### src/logic/bra_pkg.sv
package bra_pkg;

   // Function codes, BCD coded as they appear in the program
   localparam logic [7:0]  FN_BIN_ADD    = 8'h50;
   localparam logic [7:0]  FN_BIN_SUB    = 8'h51;
   localparam logic [7:0]  FN_ROOT       = 8'h72;
   localparam logic [7:0]  FN_CARRY_SET  = 8'h40;
   localparam logic [7:0]  FN_CARRY_WIPE = 8'h41;

   // Special relay bit addresses of the arithmetic flags
   localparam logic [15:0] RELAY_OVERFLOW  = 16'h633C;
   localparam logic [15:0] RELAY_UNDERFLOW = 16'h633D;
   localparam logic [15:0] RELAY_CARRY     = 16'h63A0;

   // Signed 16-bit range, held at 18 bits for the range test
   localparam logic signed [17:0] SIGNED_MAX = 18'sh07FFF;
   localparam logic signed [17:0] SIGNED_MIN = 18'sh38000;

   localparam int unsigned WORD_BITS  = 16;
   localparam int unsigned WORD_DIGITS = 4;
   localparam int unsigned ROOT_BITS  = 14;
   localparam int unsigned RAD_BITS   = 27;
   localparam logic [26:0] HI_WORD_WEIGHT = 27'h0002710;
   localparam logic [3:0]  BCD_MAX_DIGIT  = 4'h9;
   localparam logic [3:0]  DABBLE_LIMIT   = 4'h5;
   localparam logic [3:0]  DABBLE_ADJ     = 4'h3;

   // Operand slots for indirect addressing
   localparam int unsigned SLOT_A = 0;
   localparam int unsigned SLOT_B = 1;
   localparam int unsigned SLOT_R = 2;

   typedef struct packed {
      logic [7:0]  func;
      logic        exec_cond;
      logic [15:0] src_a;
      logic [15:0] src_b;
      logic [2:0]  ind_used;
      logic [15:0] ptr_a;
      logic [15:0] ptr_b;
      logic [15:0] ptr_r;
   } bra_req_t;

   typedef struct packed {
      logic fault_flag;
      logic zero_flag;
      logic carry_flag;
      logic overflow_flag;
      logic underflow_flag;
      logic sign_flag;
   } bra_flags_t;

   localparam bra_flags_t FLAGS_RESET = 6'h00;

endpackage : bra_pkg

### src/logic/bra_bcd_word_chk.sv
`timescale 1ns/10ps
`default_nettype none

module bra_bcd_word_chk #(
   parameter int unsigned DIGITS = 4
) (
   input  wire logic [4*DIGITS-1:0] word_i,
   output logic                     valid_o,
   output logic [13:0]              value_o
);

   initial begin
      if (DIGITS != 4) begin
         $error("bra_bcd_word_chk serves four-digit words only");
      end
   end

   always_comb begin
      valid_o = 1'b1;
      value_o = 14'h0000;
      for (int d = DIGITS - 1; d >= 0; d--) begin
         if (word_i[4*d +: 4] > bra_pkg::BCD_MAX_DIGIT) begin
            valid_o = 1'b0;
         end
         value_o = 14'((value_o << 3) + (value_o << 1) + {10'h000, word_i[4*d +: 4]});
      end
   end

endmodule : bra_bcd_word_chk

`default_nettype wire

### src/logic/bra_root_unit.sv
`timescale 1ns/10ps
`default_nettype none

module bra_root_unit (
   input  wire logic        sys_clk_i,
   input  wire logic        rstn_i,
   input  wire logic        start_i,
   input  wire logic [26:0] radicand_i,
   output logic             done_o,
   output logic [15:0]      root_bcd_o
);

   typedef enum logic [1:0] {
      RT_IDLE  = 2'b00,
      RT_ROOT  = 2'b01,
      RT_TOBCD = 2'b11,
      RT_FIN   = 2'b10
   } bra_rt_state_t;

   bra_rt_state_t state, next_state;
   logic [26:0]   rad, next_rad;
   logic [13:0]   root, next_root;
   logic [3:0]    idx, next_idx;
   logic [15:0]   bcd, next_bcd;
   logic [13:0]   trial;
   logic [27:0]   trial_sq;
   logic [15:0]   adj;

   always_comb begin
      next_state = state;
      next_rad   = rad;
      next_root  = root;
      next_idx   = idx;
      next_bcd   = bcd;
      trial      = root | (14'h0001 << idx);
      trial_sq   = {14'h0000, trial} * {14'h0000, trial};
      adj        = bcd;
      for (int d = 0; d < 4; d++) begin
         if (bcd[4*d +: 4] >= bra_pkg::DABBLE_LIMIT) begin
            adj[4*d +: 4] = bcd[4*d +: 4] + bra_pkg::DABBLE_ADJ;
         end
      end
      case (state)
         RT_IDLE: begin
            if (start_i) begin
               next_rad   = radicand_i;
               next_root  = 14'h0000;
               next_idx   = 4'(bra_pkg::ROOT_BITS - 1);
               next_state = RT_ROOT;
            end
         end
         RT_ROOT: begin
            // Bitwise root keeps only the integer part
            if (trial_sq <= {1'b0, rad}) begin
               next_root = trial;
            end
            if (idx == 4'h0) begin
               next_idx   = 4'(bra_pkg::ROOT_BITS - 1);
               next_bcd   = 16'h0000;
               next_state = RT_TOBCD;
            end else begin
               next_idx = idx - 4'h1;
            end
         end
         RT_TOBCD: begin
            // Binary root back to four BCD digits
            next_bcd = {adj[14:0], root[idx]};
            if (idx == 4'h0) begin
               next_state = RT_FIN;
            end else begin
               next_idx = idx - 4'h1;
            end
         end
         RT_FIN: begin
            next_state = RT_IDLE;
         end
         default: begin
            next_state = RT_IDLE;
         end
      endcase
   end

   always_ff @(posedge sys_clk_i or negedge rstn_i) begin
      if (!rstn_i) begin
         state <= RT_IDLE;
         rad   <= 27'h0000000;
         root  <= 14'h0000;
         idx   <= 4'h0;
         bcd   <= 16'h0000;
      end else begin
         state <= next_state;
         rad   <= next_rad;
         root  <= next_root;
         idx   <= next_idx;
         bcd   <= next_bcd;
      end
   end

   assign done_o     = (state == RT_FIN);
   assign root_bcd_o = bcd;

endmodule : bra_root_unit

`default_nettype wire

### src/logic/bra_alu.sv
`timescale 1ns/10ps
`default_nettype none

module bra_alu #(
   parameter int unsigned DM_WORDS = 6144
) (
   input  wire logic                sys_clk_i,
   input  wire logic                rstn_i,
   input  wire logic                req_valid_i,
   input  wire bra_pkg::bra_req_t   req_i,
   output logic                     req_ready_o,
   output logic                     done_o,
   output logic                     res_we_o,
   output logic [15:0]              res_word_o,
   output bra_pkg::bra_flags_t      flags_o,
   input  wire logic [15:0]         relay_addr_i,
   output logic                     relay_bit_o
);

   initial begin
      if (DM_WORDS < 2 || DM_WORDS > 10000) begin
         $error("DM_WORDS must lie in 2..10000");
      end
   end

   typedef enum logic {
      ST_IDLE      = 1'b0,
      ST_ROOT_WAIT = 1'b1
   } bra_state_t;

   bra_state_t          state, next_state;
   bra_pkg::bra_flags_t flags, next_flags;
   logic [15:0]         res_word, next_res_word;
   logic                res_we, next_res_we;
   logic                done, next_done;
   logic                relay_bit, next_relay_bit;

   logic                root_start;
   logic                root_done;
   logic [15:0]         root_bcd;
   logic [26:0]         radicand;

   logic [2:0]          ptr_valid;
   logic [13:0]         ptr_val [3];
   logic [2:0]          ptr_ok;
   logic                ind_ok;
   logic                src_lo_valid, src_hi_valid;
   logic [13:0]         src_lo_val, src_hi_val;

   logic                accept;
   logic                cy_in;
   logic [16:0]         sum_full;
   logic [16:0]         sub_rhs;
   logic [16:0]         diff_full;
   logic signed [17:0]  s_sum;
   logic signed [17:0]  s_diff;
   logic                is_root;

   // Pointer checks for the three operand slots
   bra_bcd_word_chk #(.DIGITS(4)) u_ptr_a_chk (
      .word_i  (req_i.ptr_a),
      .valid_o (ptr_valid[bra_pkg::SLOT_A]),
      .value_o (ptr_val[bra_pkg::SLOT_A])
   );
   bra_bcd_word_chk #(.DIGITS(4)) u_ptr_b_chk (
      .word_i  (req_i.ptr_b),
      .valid_o (ptr_valid[bra_pkg::SLOT_B]),
      .value_o (ptr_val[bra_pkg::SLOT_B])
   );
   bra_bcd_word_chk #(.DIGITS(4)) u_ptr_r_chk (
      .word_i  (req_i.ptr_r),
      .valid_o (ptr_valid[bra_pkg::SLOT_R]),
      .value_o (ptr_val[bra_pkg::SLOT_R])
   );

   // Radicand words: src_a low four digits, src_b high four digits
   bra_bcd_word_chk #(.DIGITS(4)) u_src_lo_chk (
      .word_i  (req_i.src_a),
      .valid_o (src_lo_valid),
      .value_o (src_lo_val)
   );
   bra_bcd_word_chk #(.DIGITS(4)) u_src_hi_chk (
      .word_i  (req_i.src_b),
      .valid_o (src_hi_valid),
      .value_o (src_hi_val)
   );

   bra_root_unit u_root (
      .sys_clk_i  (sys_clk_i),
      .rstn_i     (rstn_i),
      .start_i    (root_start),
      .radicand_i (radicand),
      .done_o     (root_done),
      .root_bcd_o (root_bcd)
   );

   assign radicand = 27'({13'h0000, src_hi_val} * bra_pkg::HI_WORD_WEIGHT)
                     + {13'h0000, src_lo_val};

   assign is_root = (req_i.func == bra_pkg::FN_ROOT);

   always_comb begin
      for (int s = 0; s < 3; s++) begin
         ptr_ok[s] = !req_i.ind_used[s]
                     || (ptr_valid[s] && ({18'h00000, ptr_val[s]} < DM_WORDS));
      end
      // Root reads the word after the pointed one as well
      if (is_root && req_i.ind_used[bra_pkg::SLOT_A]
          && ({18'h00000, ptr_val[bra_pkg::SLOT_A]} + 32'h1 >= DM_WORDS)) begin
         ptr_ok[bra_pkg::SLOT_A] = 1'b0;
      end
      ind_ok = &ptr_ok;
   end

   // Add and subtract datapath
   always_comb begin
      cy_in     = flags.carry_flag;
      sum_full  = {1'b0, req_i.src_a} + {1'b0, req_i.src_b} + {16'h0000, cy_in};
      sub_rhs   = {1'b0, req_i.src_b} + {16'h0000, cy_in};
      diff_full = {1'b0, req_i.src_a} - sub_rhs;
      s_sum     = $signed({{2{req_i.src_a[15]}}, req_i.src_a})
                  + $signed({{2{req_i.src_b[15]}}, req_i.src_b})
                  + $signed({17'h00000, cy_in});
      s_diff    = $signed({{2{req_i.src_a[15]}}, req_i.src_a})
                  - $signed({{2{req_i.src_b[15]}}, req_i.src_b})
                  - $signed({17'h00000, cy_in});
   end

   assign accept = req_valid_i && (state == ST_IDLE);

   always_comb begin
      next_state    = state;
      next_flags    = flags;
      next_res_word = res_word;
      next_res_we   = 1'b0;
      next_done     = 1'b0;
      root_start    = 1'b0;
      case (state)
         ST_IDLE: begin
            if (accept) begin
               next_done = 1'b1;
               if (req_i.exec_cond) begin
                  case (req_i.func)
                     bra_pkg::FN_BIN_ADD: begin
                        if (!ind_ok) begin
                           next_flags.fault_flag = 1'b1;
                        end else begin
                           next_flags.fault_flag     = 1'b0;
                           next_res_word             = sum_full[15:0];
                           next_res_we               = 1'b1;
                           next_flags.carry_flag     = sum_full[16];
                           next_flags.zero_flag      = (sum_full[15:0] == 16'h0000);
                           next_flags.overflow_flag  = (s_sum > bra_pkg::SIGNED_MAX);
                           next_flags.underflow_flag = (s_sum < bra_pkg::SIGNED_MIN);
                           next_flags.sign_flag      = sum_full[15];
                        end
                     end
                     bra_pkg::FN_BIN_SUB: begin
                        if (!ind_ok) begin
                           next_flags.fault_flag = 1'b1;
                        end else begin
                           next_flags.fault_flag     = 1'b0;
                           // Wrapped difference is the two's complement form
                           next_res_word             = diff_full[15:0];
                           next_res_we               = 1'b1;
                           next_flags.carry_flag     = ({1'b0, req_i.src_a} < sub_rhs);
                           next_flags.zero_flag      = (diff_full[15:0] == 16'h0000);
                           next_flags.overflow_flag  = (s_diff > bra_pkg::SIGNED_MAX);
                           next_flags.underflow_flag = (s_diff < bra_pkg::SIGNED_MIN);
                           next_flags.sign_flag      = diff_full[15];
                        end
                     end
                     bra_pkg::FN_ROOT: begin
                        if (!ind_ok || !src_lo_valid || !src_hi_valid) begin
                           next_flags.fault_flag = 1'b1;
                        end else begin
                           next_flags.fault_flag = 1'b0;
                           root_start            = 1'b1;
                           next_done             = 1'b0;
                           next_state            = ST_ROOT_WAIT;
                        end
                     end
                     bra_pkg::FN_CARRY_SET: begin
                        next_flags.carry_flag = 1'b1;
                     end
                     bra_pkg::FN_CARRY_WIPE: begin
                        next_flags.carry_flag = 1'b0;
                     end
                     default: begin
                        next_flags = flags;
                     end
                  endcase
               end
            end
         end
         ST_ROOT_WAIT: begin
            if (root_done) begin
               next_res_word        = root_bcd;
               next_res_we          = 1'b1;
               next_flags.zero_flag = (root_bcd == 16'h0000);
               next_done            = 1'b1;
               next_state           = ST_IDLE;
            end
         end
         default: begin
            next_state = ST_IDLE;
         end
      endcase
   end

   // Relay bit read port
   always_comb begin
      case (relay_addr_i)
         bra_pkg::RELAY_OVERFLOW:  next_relay_bit = next_flags.overflow_flag;
         bra_pkg::RELAY_UNDERFLOW: next_relay_bit = next_flags.underflow_flag;
         bra_pkg::RELAY_CARRY:     next_relay_bit = next_flags.carry_flag;
         default:                  next_relay_bit = 1'b0;
      endcase
   end

   always_ff @(posedge sys_clk_i or negedge rstn_i) begin
      if (!rstn_i) begin
         state     <= ST_IDLE;
         flags     <= bra_pkg::FLAGS_RESET;
         res_word  <= 16'h0000;
         res_we    <= 1'b0;
         done      <= 1'b0;
         relay_bit <= 1'b0;
      end else begin
         state     <= next_state;
         flags     <= next_flags;
         res_word  <= next_res_word;
         res_we    <= next_res_we;
         done      <= next_done;
         relay_bit <= next_relay_bit;
      end
   end

   assign req_ready_o = (state == ST_IDLE);
   assign done_o      = done;
   assign res_we_o    = res_we;
   assign res_word_o  = res_word;
   assign flags_o     = flags;
   assign relay_bit_o = relay_bit;

endmodule : bra_alu

`default_nettype wire

### config.mk
export PLATFORM = sky130hd
export DESIGN_NAME = bra_alu
export DESIGN_NICKNAME = d
export VERILOG_FILES = /design/src/logic/bra_pkg.sv /design/src/logic/bra_bcd_word_chk.sv /design/src/logic/bra_root_unit.sv /design/src/logic/bra_alu.sv
export SDC_FILE = /design/constraint.sdc
export NUM_CORES = 1
export LEC_CHECK = 0
export ABC_AREA = 1
export BUFFER_PORTS_ARGS = -buffer_cell sky130_fd_sc_hd__buf_2
export CELL_PAD_IN_SITES_DETAIL_PLACEMENT = 0
export CELL_PAD_IN_SITES_GLOBAL_PLACEMENT = 2
export CORE_MARGIN = 2
export CORE_UTILIZATION = 37
export CTS_CLUSTER_SIZE = 12
export DETAILED_ROUTE_END_ITERATION = 16
export PLACE_DENSITY = 0.81
export SYNTH_ARGS = -nofsm -noshare
export SYNTH_HDL_FRONTEND = slang
export SYNTH_SLANG_ARGS = --single-unit
### constraint.sdc
create_clock -name sys_clk_i -period 8.5 [get_ports sys_clk_i]
set_input_delay 0 -clock sys_clk_i [delete_from_list [all_inputs] [get_ports sys_clk_i]]
set_output_delay 0 -clock sys_clk_i [all_outputs]
set_load 0.01 [all_outputs]
==> results of run 1 <==
==> sequential cells by signal, indices dropped and copies added (netlist names) <==
signal,cells
u_root.rad,27
res_word_o,16
u_root.root_bcd_o,16
u_root.root,14
flags_o,5
u_root.idx,4
u_root.state,2
cy_in,1
done_o,1
relay_bit_o,1
res_we_o,1
state,1
==> stage by stage <==
stage / setup WS [ns] / cells / setup TNS, ns
2_1_floorplan: 0.652 / 3299 / 0
3_3_place_gp: 0.0851 / 4287 / 0
6_report: 0.568 / 4312 / 0
4_1_cts: 0.144 / 4308 / 0
5_1_grt: -0.0404 / 4312 / -0.0767
3_5_place_dp: -0.105 / 4287 / -0.105
==> cells by family (layout without fill, tap and decap cells) <==
kind of cell               Yosys count  after routing  synth area share (%)
xor gates and xnor gates           168            168                  6.22
and+or+nand+nor                   1152           1152                  20.7
adders and majority gates          654            654                  40.1
AOI/OAI and AO/OA                  477            477                  11.4
buffers and inverters              758            925                  12.1
muxes                                1              1                0.0473
DFF                                 89             89                  9.36
==> repair_timing <==
action,CTS,global route
setup endpoints to repair,0,20
hold buffers,5,0
hold endpoints to repair,22,0
resized for setup,0,46
setup buffers,0,4
==> how the worst min path moves through the flow <==
stage | from | end | slack [ns] | cells after the start
2_1_floorplan | rstn_i | cy_in | -0.30 | 0
3_3_place_gp | rstn_i | u_root.root[5] | -0.10 | 1
3_5_place_dp | rstn_i | u_root.root[5] | -0.10 | 1
6_report | req_i[88] | cy_in | 0.02 | 4
5_1_grt | rstn_i | u_root.root[0] | 0.05 | 2
4_1_cts | rstn_i | u_root.root[5] | 0.007 | 2
==> per-layer routing <==
layer | vias to the layer above | wire, um | GRT usage [%]
met2 | 269 | 29800 | 33.4
met1 | 9870 | 31200 | 27.2
li1 | 10937 | - | -
met3 | 53 | 1500 | 1.53
met5 | - | 0 | 0
met4 | 0 | 940 | 3.77
==> cell type report <==
type	count	area, sq um
Clock buffer	9	225
Clock inverter	7	76.3
Fill cell	6708	37000
Inverter	719	2700
Multi-Input combinational cell	2452	18900
Sequential cell	89	2230
Tap cell	846	1060
Timing Repair Buffer	190	1130
==> Yosys cell counts, drive strengths merged (2+ instances only) <==
library cell and instances:
a211oi 5, a21boi 5, a21o 19, a21oi 190
a31o 3, a31oi 30, and2 4, buf 12
clkbuf 27, clkinv 2, dfrtp 89, fa 181
ha 473, inv 717, nand2 668, nand3 142
nand3b 12, nand4 68, nor2 189, nor3 41
nor3b 4, nor4 12, o2111ai 5, o211ai 16
o21a 3, o21ai 160, o21bai 18, o221ai 4
o22ai 8, o31ai 4, o32ai 4, or2 8
xnor2 47, xor2 121
==> tightest hold or removal path, stage by stage <==
cell and delay [ns]:
buf_2 0.14, nand2_1 0.06, nand2_1 0.06, a21boi_0 0.10
==> summary.md, run 1 <==
| Metric | Value |
|---|---|
| Outcome | finished clean |
| Seq cells post-synth | 89 |
| Max-slew violations | 0 |
| Worst skew pair latency | 0.39 ns |
| GRT Total Usage | 19.6% |
| Delay-heaviest family, CP | adder cells |
| Final hold vios | 0 |
| Maxcap violations | 0 |
| Ys async rst share | 100% |
| Worst Path Max Fanout | 4 |
| Critical path class | in2reg |
| CTS Sinks | 89 |
| Gpl congestion | 0.902 |
| Commonest non-fill, non-tap cells in the layout | inv_1, nand2_1, ha_1 |
| Final hold slack | 0.0249 ns |
| Clk slew on worst S/H paths | 0.08 ns |
| Reg2Reg Setup Slack | 0.58 ns |
| Fmax achieved | 0.126 GHz |
| Yosys top cell by area | ha_1 |
| Crit path capture | u_root.rad[26] |
| Pre-Repair DR Iteration Count | 5 |
| Residual DRC count | 0 |
| Final layout net count | 4,226 |
| Tcrit/Tclk final | 93.3% |
| First-pass GRT wire length | 108 mm |
| Crit end category | flop |
| Most common cell after layout, fill and taps aside | inv_1 |
| Die W | 258 um |
| CTS Buf Count | 9 |
| DR WL/cell | 14.7 um |
| Max clock buf depth | 2 |
| Buf+Inv Stages, Crit Path | 9 |
| Post-DP Area | 25,700 sq um |
| Final Setup Violations | 0 |
| Row count | 92 |
| Critical path required time | 8.79 ns |
| Initial antenna violation count | 1 |
| Worst slew pin tran | 1.02 ns |
| Vias in the first global route | 21,757 |
| Grt ovf | 0 |
| Max-Slew Margin vs Limit | 31.2% |
| Number of flops mapped to enable cells by yosys | 0 |
| Cell count of the worst reg-to-reg path | 38 |
| Worst r2r src | u_root.idx[0] |
| CTS tree | yes |
| Clock root buffer master | clkbuf_16 |
| H-tree depth | 3 |
| DPL Wire Length | 55.4 mm |
| Final WL | 63.4 mm |
| Critical Path Start Type | input pin |
| Largest net degree at the start of global routing | 71 |
| Via count | 21,129 |
| Post-Syn Nets | 4,064 |
| Initial core utilization | 37.6% |
| Share of cells above drive strength 1 | 8.11% |
| Post-route ant nets | 0 |
| # port buffers | 134 |
| Final Cell Area | 26,300 sq um |
| RSZ-0062 raised after global routing | yes |
| Area Overhead vs Synth | 10.6% |
| Most used cell, CP | nand2_1 |
| Syn. warnings | 0 |
| Drt via density | 4.90 |
| Num ports | 137 |
| Max incr delay on CP | 0.56 ns |
| Die Span Y | 258 um |
| Post-synthesis cell area | 23,800 sq um |
| Top post-synthesis cells by area | ha_1, fa_1, inv_1 |
| Synth cell types | 61 |
| Ys flop type | dfrtp_1 |
| Antenna Cells | 0 |
| Post-layout min period | 7.93 ns |
| R2R Path End | u_root.root[13] |
| Post-synth top area share | 24.9% |
| Tightest Hold Check Type | in2reg |
| CP max-delay cell | fa_1 |
| Core area | 63,300 sq um |
| Worst Setup SP | req_i[63] |
| Mean area per synthesized cell | 7.21 sq um |
| Syn Inst Count | 3,299 |
| Post-synthesis sequential area ratio | 9.36% |
| Critical path arrival | 8.23 ns |
| Worst Skew | 0.0147 ns |
| 1st-iter DRT viols | 1,051 |
| Die area | 66,400 sq um |
| Levels on crit path | 47 |
| Fin util | 41.6% |
Power of run 1 is left out: the tool's default activity adds up to more than one toggle a clock period on the data nets, which glitch-free logic cannot reach.
==> run 2: changes to the inputs <==
Settings changed: CORE_UTILIZATION 37 to 35, HOLD_SLACK_MARGIN from default to 0.12, PLACE_DENSITY 0.81 to 0.77, RECOVER_POWER from default to 25.
==> run 2 against run 1 <==
  * Final cell count rose by 0.81%
  * Sequential share of layout area barely moved
  * The run now ends with capacitance limit, slew limit left
  * Highest routed layer unchanged
  * Worst hold slack improved by 0.11 ns
  * Utilization fell by 2.3 points
  * Clock skew fell by 0.00082 ns
  * Design area rose by 0.29%
  * Critical path depth fell by 7
  * Clock-buffer cell count did not move
  * Critical path type is now reg2reg
==> summary.md, run 2 (synthesis results as in run 1) <==
| Metric | Value |
|---|---|
| Post-CTS Setup Inserts | 0 |
| Max-slew violations | 70 |
| Antenna Cells | 0 |
| Initial antenna violation count | 1 |
| Die area | 70,100 sq um |
| Cell count of the worst reg-to-reg path | 40 |
| Largest register FFs | 27 |
| Commonest non-fill, non-tap cells in the layout | inv_1, nand2_1, ha_1 |
| 1st-iter DRT viols | 1,009 |
| Crit end category | flop |
| GRT Total Usage | 19.0% |
| DP Cell Count | 4,319 |
| Share of cells above drive strength 1 | 7.31% |
| Worst r2r src | u_root.idx[1] |
| # port buffers | 134 |
| Final TNS setup | 0 ns |
| Critical path arrival | 8.16 ns |
| Final layout net count | 4,234 |
| Vias in the first global route | 22,003 |
| CTS Sinks | 89 |
| DR WL/cell | 15.0 um |
| Post-Layout Cell Count | 4,347 |
| Final WL | 65.1 mm |
| Drt via density | 4.86 |
| Die Span Y | 265 um |
| Worst hold endpoint | u_root.rad[1] |
| Max incr delay on CP | 0.55 ns |
| Critical path class | reg2reg |
| Largest net degree at the start of global routing | 70 |
| Most common cell after layout, fill and taps aside | inv_1 |
| Gpl congestion | 0.864 |
| Final hold slack | 0.139 ns |
| Final Setup Violations | 0 |
| Most used cell, CP | nand2_1 |
| Buf+Inv Stages, Crit Path | 7 |
| Critical path required time | 8.76 ns |
| Largest reg by FF count | u_root.rad |
| Core area | 67,300 sq um |
| Max-Slew Margin vs Limit | -168% |
| Num ports | 137 |
| Maxcap violations | 1 |
| Tightest Hold Check Type | in2reg |
| Die W | 265 um |
| Failing checks | capacitance limit, slew limit |
| RSZ-0062 raised after global routing | yes |
| Max clock buf depth | 2 |
| Worst skew pair latency | 0.39 ns |
| DPL Wire Length | 56.6 mm |
| Critical Path Start Type | flop |
| Via count | 21,141 |
| Fmax achieved | 0.127 GHz |
| R2R Path End | u_root.root[12] |
| Number of fill cells | 7,165 |
| Clock root buffer master | clkbuf_16 |
| Residual DRC count | 0 |
| Worst Skew | 0.0139 ns |
| Outcome | complete, but fails checks |
| Pre-Repair DR Iteration Count | 7 |
| Worst slew pin tran | 4.03 ns |
| CTS tree | yes |
| Post-layout min period | 7.90 ns |
| Post-route ant nets | 0 |
| Min-delay src | req_i[71] |
| Initial core utilization | 35.4% |
| Worst Path Max Fanout | 15 |
| Row count | 95 |
| CTS Buf Count | 9 |
| CP max-delay cell | fa_1 |
| Area Overhead vs Synth | 10.9% |
| Final hold vios | 0 |
| Grt ovf | 0 |
| Hold Crit Depth | 4 |
| First-pass GRT wire length | 110 mm |
| H-tree depth | 3 |
| Reg2Reg Setup Slack | 0.60 ns |
| Tcrit/Tclk final | 93.0% |
| Clk slew on worst S/H paths | 0.07 ns |
| Delay-heaviest family, CP | adder cells |
-- run 2: changes by cell type in the layout (fill, tap and decap cells not counted), sizes merged --
cell | before | now
dlygate4sd3 | 5 | 11
nand3 | 142 | 143
clkbuf | 9 | 36
buf | 185 | 159
-- run 2: stage by stage --
stage	setup WS (ns)	util (%)	instance area [sq um]
5_1_grt	-0.0443	39.2	26400
3_3_place_gp	0.108	38.3	25800
3_5_place_dp	0.00259	38.3	25800
6_report	0.597	39.2	26400
4_1_cts	0.268	39.0	26200
2_1_floorplan	0.652	-	23800
-- run 2: how the worst max path moves through the flow --
stage	start	to	slack, ns	cells after the start
floorplan	req_i[62]	u_root.rad[26]	0.65	46
global placement	req_i[62]	u_root.rad[26]	0.11	47
detailed placement	req_i[62]	u_root.rad[26]	0.003	47
CTS	u_root.idx[0]	u_root.root[13]	0.27	37
global route	req_i[63]	u_root.rad[26]	-0.04	43
finish	u_root.idx[1]	u_root.root[12]	0.60	40
-- run 2: worst register-to-register path: cells and delay by family (launching register included) --
| family | cells | cell delay [ns] |
|---|---|---|
| adders and majority gates | 9 | 3.80 |
| and+or+nand+nor | 16 | 1.63 |
| AOI/OAI and AO/OA | 7 | 1.01 |
| buffers and inverters | 7 | 0.71 |
| DFF | 1 | 0.47 |
| xor gates and xnor gates | 1 | 0.15 |
-- run 2: area by class of cell --
type	instances	area, sq um	area share [%]
well taps	873	1090	4.14
multi-input cells	2453	18900	71.6
flip-flops and latches	89	2230	8.45
clock buffers	9	225	0.853
inverters	719	2700	10.2
repair buffers	197	1160	4.41
clock inverters	7	76.3	0.289
-- run 2: routing by layer --
layer  share of wire, %  global-route usage [%]  vias up
met5                  0                       0        -
met3                1.9                    1.27       26
li1                   -                       -    10939
met2                 48                    33.5      237
met1                 49                    26.2     9939
met4               0.87                    2.69        0
-- run 2: repair_timing --
action	CTS	global route
endpoints found under the setup margin	0	20
hold endpoints to repair	25	0
resized for setup	0	45
hold buffers	11	0
Power of run 2 is left out for the same reason.
